### config.mk
export PLATFORM = sky130hd
export DESIGN_NAME = scpc_ctrl
export DESIGN_NICKNAME = d
export VERILOG_FILES = /design/src/core/scpc_ctrl.v
export VERILOG_INCLUDE_DIRS = /design/src /design/src/core
export SDC_FILE = /design/constraint.sdc
export NUM_CORES = 1
export LEC_CHECK = 0
export BUFFER_PORTS_ARGS = -buffer_cell sky130_fd_sc_hd__buf_2
export CAP_MARGIN = 20
export CORE_AREA = 4 4 114 116
export DETAILED_ROUTE_END_ITERATION = 8
export DIE_AREA = 0 0 118 120
export PLACE_DENSITY = 0.84
export SYNTH_ARGS = -nofsm -noshare
export SYNTH_HDL_FRONTEND = slang
export SYNTH_SLANG_ARGS = --single-unit
### constraint.sdc
create_clock -name clk_sys_in -period 7.2 [get_ports clk_sys_in]
set_input_delay 0.72 -clock clk_sys_in [delete_from_list [all_inputs] [get_ports clk_sys_in]]
set_output_delay 0.72 -clock clk_sys_in [all_outputs]
set_load 0.05 [all_outputs]
### src/core/scpc_regs.vh
// register offsets, field positions and reset values of the control bank
`ifndef SCPC_REGS_VH
`define SCPC_REGS_VH

// register offsets
`define SCPC_OFS_SYNC_RESET_CAL_CTRL 12'h031
`define SCPC_OFS_ALIGN_PHASE_MODE 12'h032
`define SCPC_OFS_PHASE_OFFSET_VALUE 12'h033
`define SCPC_OFS_PHASE_APPLY_PATH_DELAY 12'h034
`define SCPC_OFS_OSC_BIAS_OVERRIDE 12'h035
`define SCPC_OFS_DIV_DOUBLE_BUF_OPTS 12'h036
`define SCPC_OFS_CAL_DECISION_TIME 12'h037
`define SCPC_OFS_TUNE_SETTLE_LOW 12'h038
`define SCPC_OFS_TUNE_SETTLE_HIGH_OSC_BUF 12'h039
`define SCPC_OFS_FIRST 12'h031
`define SCPC_NUM_REGS 9

// common reset value of every register
`define SCPC_RESET_VALUE 8'h00

// sync_reset_cal_ctrl fields
`define SCPC_SYNC_DELAY_MSB 7
`define SCPC_SYNC_DELAY_LSB 5
`define SCPC_SOFT_RESET_BIT 4
`define SCPC_ADC_CLK_EN_BIT 3
`define SCPC_TUNE_CAL_EN_BIT 2
`define SCPC_COUNT_SHORTEN_BIT 1
`define SCPC_CLK_HALVING_BIT 0

// align_phase_mode_ctrl fields
`define SCPC_DELAY_MODE_BIT 5
`define SCPC_AUTO_ALIGN_BIT 4
`define SCPC_PHASE_POL_BIT 3
`define SCPC_SPUR_FIX_MSB 2
`define SCPC_SPUR_FIX_LSB 0

// phase_apply_path_delay fields
`define SCPC_PHASE_APPLY_BIT 7
`define SCPC_REF_DELAY_MSB 6
`define SCPC_REF_DELAY_LSB 4
`define SCPC_FB_DELAY_MSB 3
`define SCPC_FB_DELAY_LSB 1
`define SCPC_CNTR_RESET_BIT 0

// osc_bias_override field
`define SCPC_BIAS_MSB 5
`define SCPC_BIAS_LSB 0

// divider_double_buffer_opts fields
`define SCPC_OUT_DIV_DB_BIT 7
`define SCPC_DIGITAL_CLK_DIV_BUFFER_SELECT_BIT 6
`define SCPC_LUT_USE_BIT 0

// tune_settle_high_osc_buffer fields
`define SCPC_OSC_DB_BIT 7
`define SCPC_SETTLE_HIGH_MSB 6
`define SCPC_SETTLE_HIGH_LSB 0

`endif

### src/core/scpc_ctrl.v
// control register bank with double buffers and phase apply logic
`default_nettype none
// How it works
// a set soft reset bit clears digital state except registers, port and double-buffer active stages
// the converter clock enable bit gates the converter clock
// the tuning voltage calibration enable bit switches that calibration
// shorten bit takes one reference cycle off each nonzero calibration count
// halving bit divides reference and feedback clocks by two in calibration
// mode bit picks bleed adjustment at 0, sigma-delta at 1
// auto align bit turns clock align mode off at 0, on at 1
// polarity bit subtracts the offset at 0, adds it at 1
// three-bit field picks the walking-spur fix of the modulator
// writing the apply bit applies the eight-bit phase offset
// three-bit delays for reference, feedback and sync input paths
// counter reset bit holds frequency counter test logic in reset
// manual bias field is used only while override is set; here it feeds only the buffered stage and osc_bias_out takes cal_bias_in
// output divider setting direct at 0, double buffered at 1
// digital clock dividers direct at 0, double buffered at 1
// lookup table bit: 0 calibration skips table, 1 uses it
// eight-bit field sets each calibration decision time
// fifteen-bit settle time from low byte and next seven bits
// manual core, band and bias direct at 0, buffered at 1
// all registers reset to zero and read back as written
// buffered values move to active only on the update event
`include "scpc_regs.vh"

module scpc_ctrl #(
    parameter COUNT_W = 8,
    parameter OUT_DIV_W = 2,
    parameter DCLK_DIV_W = 6,
    parameter CORE_W = 2,
    parameter BAND_W = 8
) (
    input wire clk_sys_in,
    input wire reset_in,
    // register port from the serial interface
    input wire reg_wr_in,
    input wire [11:0] reg_addr_in,
    input wire [7:0] reg_wdata_in,
    output reg [7:0] reg_rdata_out,
    // calibration engine status
    input wire cal_active_in,
    input wire [COUNT_W-1:0] cal_count_base_in,
    input wire [5:0] cal_bias_in,
    // settings living in neighbouring registers
    input wire db_update_in,
    input wire [OUT_DIV_W-1:0] output_divider_setting_in,
    input wire [DCLK_DIV_W-1:0] ref_digital_clk_divider_in,
    input wire [DCLK_DIV_W-1:0] feedback_digital_clk_divider_in,
    input wire [CORE_W-1:0] manual_osc_core_in,
    input wire [BAND_W-1:0] manual_osc_band_in,
    // control outputs
    output wire digital_soft_reset_out,
    output wire adc_clk_enable_out,
    output wire tune_voltage_cal_enable_out,
    output reg [COUNT_W-1:0] cal_count_len_out,
    output reg cal_clk_halve_out,
    output wire delay_adjust_mode_out,
    output wire auto_align_enable_out,
    output wire [2:0] walking_spur_fix_select_out,
    output reg phase_apply_pulse_out,
    output reg [8:0] phase_step_out,
    output wire [2:0] sync_path_delay_out,
    output wire [2:0] ref_digital_path_delay_out,
    output wire [2:0] feedback_digital_path_delay_out,
    output wire freq_counter_test_reset_out,
    output wire cal_lookup_table_use_out,
    output wire [7:0] cal_decision_time_out,
    output wire [14:0] tune_settle_time_out,
    output reg [5:0] osc_bias_out,
    output reg [OUT_DIV_W-1:0] output_divider_active_out,
    output reg [DCLK_DIV_W-1:0] ref_digital_clk_div_active_out,
    output reg [DCLK_DIV_W-1:0] feedback_digital_clk_div_active_out,
    output reg [CORE_W-1:0] manual_osc_core_active_out,
    output reg [BAND_W-1:0] manual_osc_band_active_out,
    output reg [5:0] manual_osc_bias_active_out
);

    // register storage
    reg [7:0] regs_q [0:`SCPC_NUM_REGS-1];

    // address to index decode, valid flag in bit 4
    function [4:0] reg_index;
        input [11:0] addr;
        reg [11:0] rel;
        begin
            rel = addr - `SCPC_OFS_FIRST;
            if (addr >= `SCPC_OFS_FIRST && rel < `SCPC_NUM_REGS) begin
                reg_index = {1'b1, rel[3:0]};
            end else begin
                reg_index = 5'h00;
            end
        end
    endfunction

    // next active value of a setting that may be double buffered
    function [15:0] db_next;
        input buffered;
        input update;
        input [15:0] active;
        input [15:0] source;
        begin
            if (!buffered || update) begin
                db_next = source;
            end else begin
                db_next = active;
            end
        end
    endfunction

    wire [4:0] wr_idx;
    wire [4:0] rd_idx;
    wire soft_rst;
    wire [7:0] r_ctrl;
    wire [7:0] r_mode;
    wire [7:0] r_offset;
    wire [7:0] r_apply;
    wire [7:0] r_bias;
    wire [7:0] r_dbopt;
    wire [7:0] r_dec;
    wire [7:0] r_slo;
    wire [7:0] r_shi;
    wire apply_wr;
    wire bias_db;
    wire [15:0] out_div_nx;
    wire [15:0] ref_div_nx;
    wire [15:0] fb_div_nx;
    wire [15:0] core_nx;
    wire [15:0] band_nx;
    wire [15:0] bias_nx;

    assign wr_idx = reg_index(reg_addr_in);
    assign rd_idx = wr_idx;
    assign r_ctrl = regs_q[0];
    assign r_mode = regs_q[1];
    assign r_offset = regs_q[2];
    assign r_apply = regs_q[3];
    assign r_bias = regs_q[4];
    assign r_dbopt = regs_q[5];
    assign r_dec = regs_q[6];
    assign r_slo = regs_q[7];
    assign r_shi = regs_q[8];

    // register writes; soft reset leaves contents alone
    genvar gi;
    generate
        for (gi = 0; gi < `SCPC_NUM_REGS; gi = gi + 1) begin : g_reg
            always @(posedge clk_sys_in or posedge reset_in) begin
                if (reset_in) begin
                    regs_q[gi] <= `SCPC_RESET_VALUE;
                end else if (reg_wr_in && wr_idx[4] && wr_idx[3:0] == gi) begin
                    regs_q[gi] <= reg_wdata_in;
                end
            end
        end
    endgenerate

    // registered read data, unmapped reads zero
    always @(posedge clk_sys_in or posedge reset_in) begin
        if (reset_in) begin
            reg_rdata_out <= 8'h00;
        end else if (rd_idx[4]) begin
            reg_rdata_out <= regs_q[rd_idx[3:0]];
        end else begin
            reg_rdata_out <= 8'h00;
        end
    end

    // soft reset of the digital logic
    assign soft_rst = r_ctrl[`SCPC_SOFT_RESET_BIT];
    assign digital_soft_reset_out = soft_rst;

    // plain level controls
    assign adc_clk_enable_out = r_ctrl[`SCPC_ADC_CLK_EN_BIT] & ~soft_rst;
    assign tune_voltage_cal_enable_out = r_ctrl[`SCPC_TUNE_CAL_EN_BIT];
    assign delay_adjust_mode_out = r_mode[`SCPC_DELAY_MODE_BIT];
    assign auto_align_enable_out = r_mode[`SCPC_AUTO_ALIGN_BIT];
    assign walking_spur_fix_select_out =
        r_mode[`SCPC_SPUR_FIX_MSB:`SCPC_SPUR_FIX_LSB];
    assign sync_path_delay_out =
        r_ctrl[`SCPC_SYNC_DELAY_MSB:`SCPC_SYNC_DELAY_LSB];
    assign ref_digital_path_delay_out =
        r_apply[`SCPC_REF_DELAY_MSB:`SCPC_REF_DELAY_LSB];
    assign feedback_digital_path_delay_out =
        r_apply[`SCPC_FB_DELAY_MSB:`SCPC_FB_DELAY_LSB];
    assign freq_counter_test_reset_out =
        r_apply[`SCPC_CNTR_RESET_BIT] | soft_rst;
    assign cal_lookup_table_use_out = r_dbopt[`SCPC_LUT_USE_BIT];
    assign cal_decision_time_out = r_dec;
    assign tune_settle_time_out =
        {r_shi[`SCPC_SETTLE_HIGH_MSB:`SCPC_SETTLE_HIGH_LSB], r_slo};

    // calibration count length and clock halving
    always @(posedge clk_sys_in or posedge reset_in) begin
        if (reset_in) begin
            cal_count_len_out <= {COUNT_W{1'b0}};
            cal_clk_halve_out <= 1'b0;
        end else if (soft_rst) begin
            cal_count_len_out <= {COUNT_W{1'b0}};
            cal_clk_halve_out <= 1'b0;
        end else begin
            if (r_ctrl[`SCPC_COUNT_SHORTEN_BIT] && cal_count_base_in != 0) begin
                cal_count_len_out <= cal_count_base_in - 1'b1;
            end else begin
                cal_count_len_out <= cal_count_base_in;
            end
            // halve only for the length of calibration
            cal_clk_halve_out <=
                r_ctrl[`SCPC_CLK_HALVING_BIT] & cal_active_in;
        end
    end

    // apply bit write starts one phase step
    assign apply_wr = reg_wr_in && wr_idx[4] && wr_idx[3:0] == 4'h3 &&
        reg_wdata_in[`SCPC_PHASE_APPLY_BIT];

    // phase step with sign from polarity
    always @(posedge clk_sys_in or posedge reset_in) begin
        if (reset_in) begin
            phase_apply_pulse_out <= 1'b0;
            phase_step_out <= 9'h000;
        end else if (soft_rst) begin
            phase_apply_pulse_out <= 1'b0;
            phase_step_out <= 9'h000;
        end else begin
            phase_apply_pulse_out <= apply_wr;
            if (apply_wr) begin
                if (r_mode[`SCPC_PHASE_POL_BIT]) begin
                    phase_step_out <= {1'b0, r_offset};
                end else begin
                    phase_step_out <= 9'h000 - {1'b0, r_offset};
                end
            end
        end
    end

    // effective bias from calibration; the manual value is only offered on the
    // buffered bias stage, since the override select sits outside this bank
    always @(posedge clk_sys_in or posedge reset_in) begin
        if (reset_in) begin
            osc_bias_out <= 6'h00;
        end else if (soft_rst) begin
            osc_bias_out <= 6'h00;
        end else begin
            osc_bias_out <= cal_bias_in;
        end
    end

    // double buffer next values
    assign bias_db = r_shi[`SCPC_OSC_DB_BIT];
    assign out_div_nx = db_next(r_dbopt[`SCPC_OUT_DIV_DB_BIT], db_update_in,
        {{(16-OUT_DIV_W){1'b0}}, output_divider_active_out},
        {{(16-OUT_DIV_W){1'b0}}, output_divider_setting_in});
    assign ref_div_nx = db_next(r_dbopt[`SCPC_DIGITAL_CLK_DIV_BUFFER_SELECT_BIT], db_update_in,
        {{(16-DCLK_DIV_W){1'b0}}, ref_digital_clk_div_active_out},
        {{(16-DCLK_DIV_W){1'b0}}, ref_digital_clk_divider_in});
    assign fb_div_nx = db_next(r_dbopt[`SCPC_DIGITAL_CLK_DIV_BUFFER_SELECT_BIT], db_update_in,
        {{(16-DCLK_DIV_W){1'b0}}, feedback_digital_clk_div_active_out},
        {{(16-DCLK_DIV_W){1'b0}}, feedback_digital_clk_divider_in});
    assign core_nx = db_next(bias_db, db_update_in,
        {{(16-CORE_W){1'b0}}, manual_osc_core_active_out},
        {{(16-CORE_W){1'b0}}, manual_osc_core_in});
    assign band_nx = db_next(bias_db, db_update_in,
        {{(16-BAND_W){1'b0}}, manual_osc_band_active_out},
        {{(16-BAND_W){1'b0}}, manual_osc_band_in});
    assign bias_nx = db_next(bias_db, db_update_in,
        {10'h000, manual_osc_bias_active_out},
        {10'h000, r_bias[`SCPC_BIAS_MSB:`SCPC_BIAS_LSB]});

    // active stages; buffered ones move only on update
    always @(posedge clk_sys_in or posedge reset_in) begin
        if (reset_in) begin
            output_divider_active_out <= {OUT_DIV_W{1'b0}};
            ref_digital_clk_div_active_out <= {DCLK_DIV_W{1'b0}};
            feedback_digital_clk_div_active_out <= {DCLK_DIV_W{1'b0}};
            manual_osc_core_active_out <= {CORE_W{1'b0}};
            manual_osc_band_active_out <= {BAND_W{1'b0}};
            manual_osc_bias_active_out <= 6'h00;
        end else begin
            output_divider_active_out <= out_div_nx[OUT_DIV_W-1:0];
            ref_digital_clk_div_active_out <= ref_div_nx[DCLK_DIV_W-1:0];
            feedback_digital_clk_div_active_out <= fb_div_nx[DCLK_DIV_W-1:0];
            manual_osc_core_active_out <= core_nx[CORE_W-1:0];
            manual_osc_band_active_out <= band_nx[BAND_W-1:0];
            manual_osc_bias_active_out <= bias_nx[5:0];
        end
    end

endmodule
`default_nettype wire

# Word-level counts from Yosys, hierarchy flattened
# Index checks and enable logic that the tools add are counted.
dict set report totals {
  reg_bits 135
  inputBits 63
  output_inout_bits 105
  wordCells 75
}
dict set report classes {
  add_sub_neg 3
  order_cmp 3
  eq_ne 8
  mux 13
  n_bitwise 5
  reduce_logical 22
}
# op n
set ops {}
lappend ops {{8-bit 2-to-1 mux} 5}
lappend ops {{8-bit binary-select mux with 4-bit select} 1}
lappend ops {{9-bit 2-to-1 mux} 3}
lappend ops {{4-bit by 3-bit equality test with 1-bit output (second input constant)} 4}
lappend ops {{1-bit logical AND} 13}
lappend ops {{12-bit by 6-bit >= comparator with 1-bit output (second input constant)} 1}
lappend ops {{12-bit by 4-bit < comparator with 1-bit output (second input constant)} 1}
lappend ops {{12-bit by 6-bit subtractor with 12-bit output (second input constant)} 1}
lappend ops {{1-bit by 8-bit subtractor with 9-bit output (first input constant)} 1}
lappend ops {{4-bit by 2-bit equality test with 1-bit output (second input constant)} 2}
lappend ops {{8-bit nonzero test} 1}
lappend ops {{8-bit by 1-bit subtractor with 8-bit output (second input constant)} 1}
lappend ops {{6-bit 2-to-1 mux} 1}
lappend ops {{5-bit >= comparator (second input constant)} 1}
lappend ops {{5-bit 2-to-1 mux} 1}
lappend ops {{4-bit inverter with 5-bit output} 1}
lappend ops {{4-bit by 1-bit equality test with 1-bit output (second input constant)} 1}
lappend ops {{4-bit equality test (second input constant)} 1}
lappend ops {{4-bit logical NOT} 1}
lappend ops {{1-bit logical NOT} 3}
lappend ops {{1-bit logical OR} 3}
lappend ops {{1-bit bitwise AND} 2}
lappend ops {{1-bit 2-to-1 mux} 2}
lappend ops {{2-bit nonzero test} 1}
lappend ops {{other kinds (2)} 2}

# Longest topological paths before layout
# Gate-level depths: netlist (run 1).
dict set report depth {
  word_depth 9
  depth_mapped 10
  ltp_nobuf 7
}

# Worst setup path after synthesis (run 1)
# OpenSTA, ideal clock, no wires.
dict set report synth_timing {
  path_type {in2reg}
  startpoint {input port reg_addr_in[0]}
  endpoint {register regs_q (netlist bit r_offset[0])}
  setup_ns 0.125
  arrival_time_ns 3.084
  required_ns 7.075
  setup_slack_ns 3.991
  stages 10
  n_path_buf 3
  path_cell_list {buf_2 > inv_1 > ha_1 > or3b_4 > or4_4 > o311ai_2 > buf_8 > and4_4 > buf_12 > mux2_4}
}
dict set report synth_via {
  elab_chain_len 6
  word_cells_on_any_way 8
  classes_between {1 x add/sub; 2 x order compare; 1 x eq/ne; 1 x mux; 3 x reduce/logical}
}
# element line_no
set synth_lines {}
lappend synth_lines {{start, declared} scpc_ctrl.v:38} ;# input wire [11:0] reg_addr_in,
lappend synth_lines {{12-bit by 6-bit subtractor with 12-bit output (no line)} --}
lappend synth_lines {{12-bit by 4-bit < comparator with 1-bit output (no line)} --}
lappend synth_lines {{1-bit logical AND (no line)} --}
lappend synth_lines {{5-bit 2-to-1 mux (*)} scpc_ctrl.v:88} ;# if (addr >= `SCPC_OFS_FIRST && rel < `SCPC_NUM_REGS) begin
lappend synth_lines {{4-bit by 2-bit equality test with 1-bit output / 1-bit logical AND (equally long branches)} scpc_ctrl.v:151} ;# end else if (reg_wr_in && wr_idx[4] && wr_idx[3:0] == gi) begin
lappend synth_lines {{1-bit logical AND (*)} scpc_ctrl.v:151}
lappend synth_lines {{end signal, assigned by index} scpc_ctrl.v:150} ;# regs_q[gi] <= `SCPC_RESET_VALUE;
lappend synth_lines {{end signal, assigned by index} scpc_ctrl.v:152} ;# regs_q[gi] <= reg_wdata_in;
lappend synth_lines {{end, declared} scpc_ctrl.v:80} ;# reg [7:0] regs_q [0:`SCPC_NUM_REGS-1];
# Every way passes the cells marked *; elsewhere a longest branch is shown, timed or not.
# A chain may end at the register's enable or synchronous reset.

# Worst setup path in the final report (run 1)
dict set report layout_timing {
  startpoint {input port reg_addr_in[0]}
  endpoint {register regs_q (netlist bit r_offset[4])}
}
# Same word-level chain as after synthesis.

==> metrics.txt, run 1 <==
Clock Sinks=135; Seq/Total Area, Yosys=49.8%; DRC Markers=0; clock power share=46.1%; status=completed; number of flip-flops in the largest register=9; die width=118 um; top-count cell post-synth=dfrtp_1; most flop-heavy register=phase_step_out; Setup crit start kind=input port; YS warnings=0; Clock Tree Buf Depth=2; Top Ports=168; Fin Setup TNS=0 ps; final period utilization=45.9%; hold slack=332 ps; unrepaired setup endpoints after global routing=no; Lkg Pwr=4.12 nW; DR iter-0 viols=276; worst skew pair latency=420 ps; Die Y=120 um; post-DP HPWL=11.5 mm; top-area cell type share of the netlist area=49.8%; min Tclk post-route=3310 ps; Unique masters post-synth=58; crit-path max FO=32; skew final=8.05 ps; Net Switching=0.452 mW; Final Hold Fails=0; n_diodes=0; cts hold-fix bufs=0; Mean Syn Cell Area=13.2 um2; Relative slew margins=46.1%; Max Fclk=303 MHz; CTS buffer count=17; initial core utilization=56.9%; Worst EP required=7500 ps; Setup WS pre-CTS=3480 ps; final setup violation count=0; CTS tree=done; HP Class=in2async; Routed Antenna Nets=0; Total Routing Usage GR=23.4%; area leader, netlist=dfrtp_1; Data arrival, critical path=3610 ps; Final nets=728; cell count after placement=786; logic gate share of total power=10.5%; largest net degree at the start of global routing=84; number of max-cap violations=0; Seq cells post-synth=135; WS Path Type=in2reg; Total Wirelength=15.9 mm; Post-synth top cells=dfrtp_1 (135), mux2_2 (93), nor2_1 (29); share of layout cells above drive strength 1=51.8%; Post-synth ARST share=100%; Area Overhead vs Synth=20.6%; drt pass-1 iters=4; Placer Congestion=0.861; vias per cell=5.79; power per cell area=220 nW/um2; Remaining Overflow, GRT=0; H-tree lvl count=4; Die Area=14,200 um2; Post-synth EDFFs=0; Post-CTS Setup Bufs=0; Max VDD drop=0.162 mV; internal power=1.34 mW; synthesized area=6780 um2; vias in the first global route=4,977; measured slew at the worst slew-check pin=809 ps; Synth Instances=513; Final WS setup=3890 ps; initial antenna violation count=0; Switching Share=25.1%; top post-synthesis cells by area=dfrtp_1 (50%), mux2_2 (15%), mux4_2 (5.0%); Post-synth top flop=dfrtp_1; Worst-path clk slew=60 ps; Rows=40; DR WL/cell=19.4 um; first-pass GRT wire length=26.2 mm; final cell count without fillers=819; post-CTS sizing=0; sequential power share=43.5%; Root Buffer=clkbuf_16; vias=4,739; Worst setup EP type=register; core footprint=11,900 um2; Slew Viols, Final=0; synthesized net count=581; IO buf count=167
[stage by stage]
stage          total power, mW  cell area, um2  util (%)
3_5_place_dp             0.981            7550      63.4
3_3_place_gp             0.975            7550      63.4
2_1_floorplan            0.924            6780         -
5_1_grt                   1.86            8170      68.6
4_1_cts                   1.81            8120      68.2
6_report                  1.80            8170      68.6
[cells in the final DEF (no fill, tap or decap), types with 3 or more instances in the layout]
cell type	n
a21oi_1	15
a31oi_1	10
buf_2	167
buf_4	5
clkbuf_16	17
clkbuf_8	5
clkinv_2	3
dfrtp_1	135
ha_1	5
inv_1	10
mux2_2	93
mux2_4	16
mux2i_1	3
mux4_2	15
nand2_1	6
nand2b_1	6
nand3_1	11
nand4_1	9
nand4_4	9
nor2_1	29
nor2b_1	22
nor3_1	9
o2111ai_1	5
o21ai_0	4
or3_1	4
or4_1	3
xnor2_1	9
[path summary, 6_finish.rpt]
check | slack [ps] | endpoint | start | cells past startpoint
worst max-delay path | 3890 | r_offset[4]$_DFFE_PP0P_ | reg_addr_in[0] | 9
worst min-delay path | 330 | manual_osc_band_active_out[7]$_DFFE_PP0P_ | reset_in | 2
worst max register to register | 5590 | phase_step_out[5]$_DFFE_PP0P_ | r_offset[2]$_DFFE_PP0P_ | 5
worst min register to register | 500 | r_dbopt[4]$_DFFE_PP0P_ | r_dbopt[4]$_DFFE_PP0P_ | 1
max in group asynchronous | 5910 | r_apply[1]$_DFFE_PP0P_ | reset_in | 4
min in group clk_sys_in | 500 | r_dbopt[4]$_DFFE_PP0P_ | r_dbopt[4]$_DFFE_PP0P_ | 1
[power by group through the flow]
stage	clock network [mW]	logic [mW]	registers [mW]
2_1_floorplan	0	0.0858	0.838
3_3_place_gp	0	0.182	0.793
3_5_place_dp	0	0.187	0.794
4_1_cts	0.839	0.187	0.781
5_1_grt	0.875	0.203	0.782
6_report	0.828	0.188	0.781
[logic make-up after synthesis]
kind of cell,after synthesis,synth area share (%)
AO/OA/AOI/OAI,51,5.33
XOR/XNOR,11,1.42
adder cells (fa/ha/maj),5,0.923
buffers and inverters,57,5.07
flip-flops,135,49.8
multiplexers,127,24.4
AND/OR/NAND/NOR,127,13.0
[metal layers]
layer  vias to the layer above  global-route usage [%]  wire, um
li1                       2161                       -         -
met1                      2375                    29.3      6590
met2                       183                    38.2      7820
met3                        20                    7.82      1310
met4                         0                    8.28       206
met5                         -                       0         0
[worst max-delay path: stages]
cell,delay (ps)
buf_2,350
inv_1,240
ha_1,250
or3b_4,430
or4_4,500
o311ai_2,80
buf_4,310
and4_4,380
mux2_4,320
[layout make-up]
| cell class | instances | area (um2) |
|---|---|---|
| clock buffer | 24 | 502 |
| multi-input combinational | 321 | 3070 |
| clock inverter | 7 | 68.8 |
| inverter | 11 | 46.3 |
| tap | 147 | 184 |
| fill | 850 | 3740 |
| timing repair buffer | 174 | 928 |
| sequential | 135 | 3380 |
No activity file was read; power rests on OpenSTA's default activity.
==> run 2: changes to the inputs <==
--- a/config.mk
+++ b/config.mk
@@ -8,10 +8,10 @@
 export LEC_CHECK = 0
 export BUFFER_PORTS_ARGS = -buffer_cell sky130_fd_sc_hd__buf_2
 export CAP_MARGIN = 20
-export CORE_AREA = 4 4 114 116
+export CORE_AREA = 4 4 123 125
 export DETAILED_ROUTE_END_ITERATION = 8
-export DIE_AREA = 0 0 118 120
-export PLACE_DENSITY = 0.84
+export DIE_AREA = 0 0 127 129
+export PLACE_DENSITY = 0.76
 export SYNTH_ARGS = -nofsm -noshare
 export SYNTH_HDL_FRONTEND = slang
 export SYNTH_SLANG_ARGS = --single-unit
==> constraint.sdc (replaced) <==
create_clock -name clk_sys_in -period 3 [get_ports clk_sys_in]
set_input_delay 0.3 -clock clk_sys_in [delete_from_list [all_inputs] [get_ports clk_sys_in]]
set_output_delay 0.3 -clock clk_sys_in [all_outputs]
set_load 0.05 [all_outputs]
==> run 2 against run 1 <==
Effect of this change: largest cell class unchanged; routed wire length increased by 5.0%; setup slack got worse by 3400 ps; critical path depth decreased by 1; clock-buffer cell count increased by 1; total power increased by 140%; clock power increased by 140%; final area increased by 0.98%.
==> metrics.txt, run 2 (same netlist as run 1, synthesis figures left out) <==
vias=4,750; initial core utilization=48.8%; H-tree lvl count=4; Clock Tree Buf Depth=2; Placer Congestion=0.934; Worst Path Buf+Inv=2; DRC Markers=0; leading cell types in the layout, fill and taps excluded=buf_2 (167), dfrtp_1 (135), mux2_2 (93); R2R Path Start=r_offset[1]$_DFFE_PP0P_; Fin Setup TNS=0 ps; DR WL/cell=19.6 um; crit-path max FO=8; DR iter-0 viols=197; Final Hold Fails=0; Max Fclk=405 MHz; unrepaired setup endpoints after global routing=no; most flop-heavy register=phase_step_out; share of layout cells above drive strength 1=51.3%; FF-to-FF setup slack=1360 ps; Die Y=129 um; status=completed; Total Wirelength=16.7 mm; number of flip-flops in the largest register=9; min Tclk post-route=2470 ps; critical path's largest stage delay=500 ps; most common cell after layout, fill and taps aside=buf_2; fillers=1,108; Worst-path clk slew=50 ps; Clock Sinks=135; HP Class=in2async; power per cell area=529 nW/um2; cts hold-fix bufs=0; number of max-cap violations=0; Max VDD drop=0.413 mV; Lkg Pwr=4.13 nW; CTS tree=done; Final nets=732; IO buf count=167; worst skew pair latency=410 ps; largest net degree at the start of global routing=67; die width=127 um; Remaining Overflow, GRT=0; Area Overhead vs Synth=21.7%; Data arrival, critical path=2760 ps; Worst setup EP type=register; drt pass-1 iters=4; Top Ports=168; vias in the first global route=5,113; Die Area=16,400 um2; n_diodes=0; post-CTS sizing=0; post-DP HPWL=12.4 mm; WS Path Type=in2reg; Setup crit start kind=input port; final period utilization=82.3%; Root Buffer=clkbuf_16; core footprint=13,900 um2; initial antenna violation count=0; final core utilization=59.5%; Routed Antenna Nets=0; Slew Viols, Final=0; worst path cell trace=buf_2, inv_1, ha_1, or3b_4, or4_4, o311ai_2, and4_4, mux2_4; measured slew at the worst slew-check pin=929 ps; Worst Setup SP=reg_addr_in[0]; FF/Latch Area=3380 um2; skew final=8.24 ps; vias per cell=5.56; CP top delay family=simple AND/OR/NAND/NOR gates; first-pass GRT wire length=27.1 mm; Worst EP required=3290 ps; Total Routing Usage GR=21.1%; final setup violation count=0; Rows=43; slowest CP cell=or4_4; multi-input logic area=3070 um2; Post-CTS Setup Bufs=0; Relative slew margins=37.9%; CTS buffer count=17
[run 2: cell count changes in the layout (fill, tap and decap cells not counted), sizes merged]
cell and delta:
buf +4, clkbuf +1, bufinv +2, clkinvlp -1
clkinv -3, inv -1
[run 2: per-layer routing]
metal / GRT usage (%) / vias to the layer above / part of all wire [%]
met3: 6.68 / 18 / 8.0
li1: - / 2170 / -
met1: 26.3 / 2373 / 41
met5: 0 / - / 0
met4: 7.19 / 0 / 1.5
met2: 35.2 / 189 / 49
[run 2: through the flow]
step | instance area, um2 | hold slack [ps] | total power [mW] | instances | setup slack (ps)
floorplan | 6780 | 435 | 2.22 | 513 | 211
global placement | 7680 | 476 | 2.36 | 825 | 191
detailed placement | 7680 | 490 | 2.38 | 825 | 115
CTS | 8250 | 102 | 4.41 | 854 | 542
global route | 8250 | 102 | 4.53 | 854 | 463
finish | 8250 | 83.6 | 4.37 | 854 | 531
[run 2: worst paths after layout]
path / endpoint / depth (start not counted)
max: r_offset[5]$_DFFE_PP0P_ / 8
min in group clk_sys_in: manual_osc_band_active_out[0]$_DFFE_PP0P_ / 2
min: feedback_digital_clk_div_active_out[4]$_DFFE_PP0P_ / 2
min reg2reg: feedback_digital_clk_div_active_out[2]$_DFFE_PP0P_ / 1
max in group asynchronous: r_dbopt[1]$_DFFE_PP0P_ / 3
max reg2reg: phase_step_out[7]$_DFFE_PP0P_ / 5
[run 2: worst reg2reg max path, cell delays in order, from the launching register on]
cell,delay (ps)
dfrtp_1,440
nor3_1,410
a31oi_1,170
xnor2_1,180
nor2_1,50
mux2_4,280
[run 2: power by group]
part | internal (mW) | switching [mW]
sequential | 1.86 | 0.0179
combinational | 0.143 | 0.325
clock | 1.34 | 0.689
[run 2: cell type report]
cell class	count	share of cell area [%]
clock buffer	25	5.76
clock inverter	4	1.15
inverter	11	0.546
multi-input combinational	321	37.2
sequential	135	40.9
tap	180	2.73
timing repair buffer	178	11.7
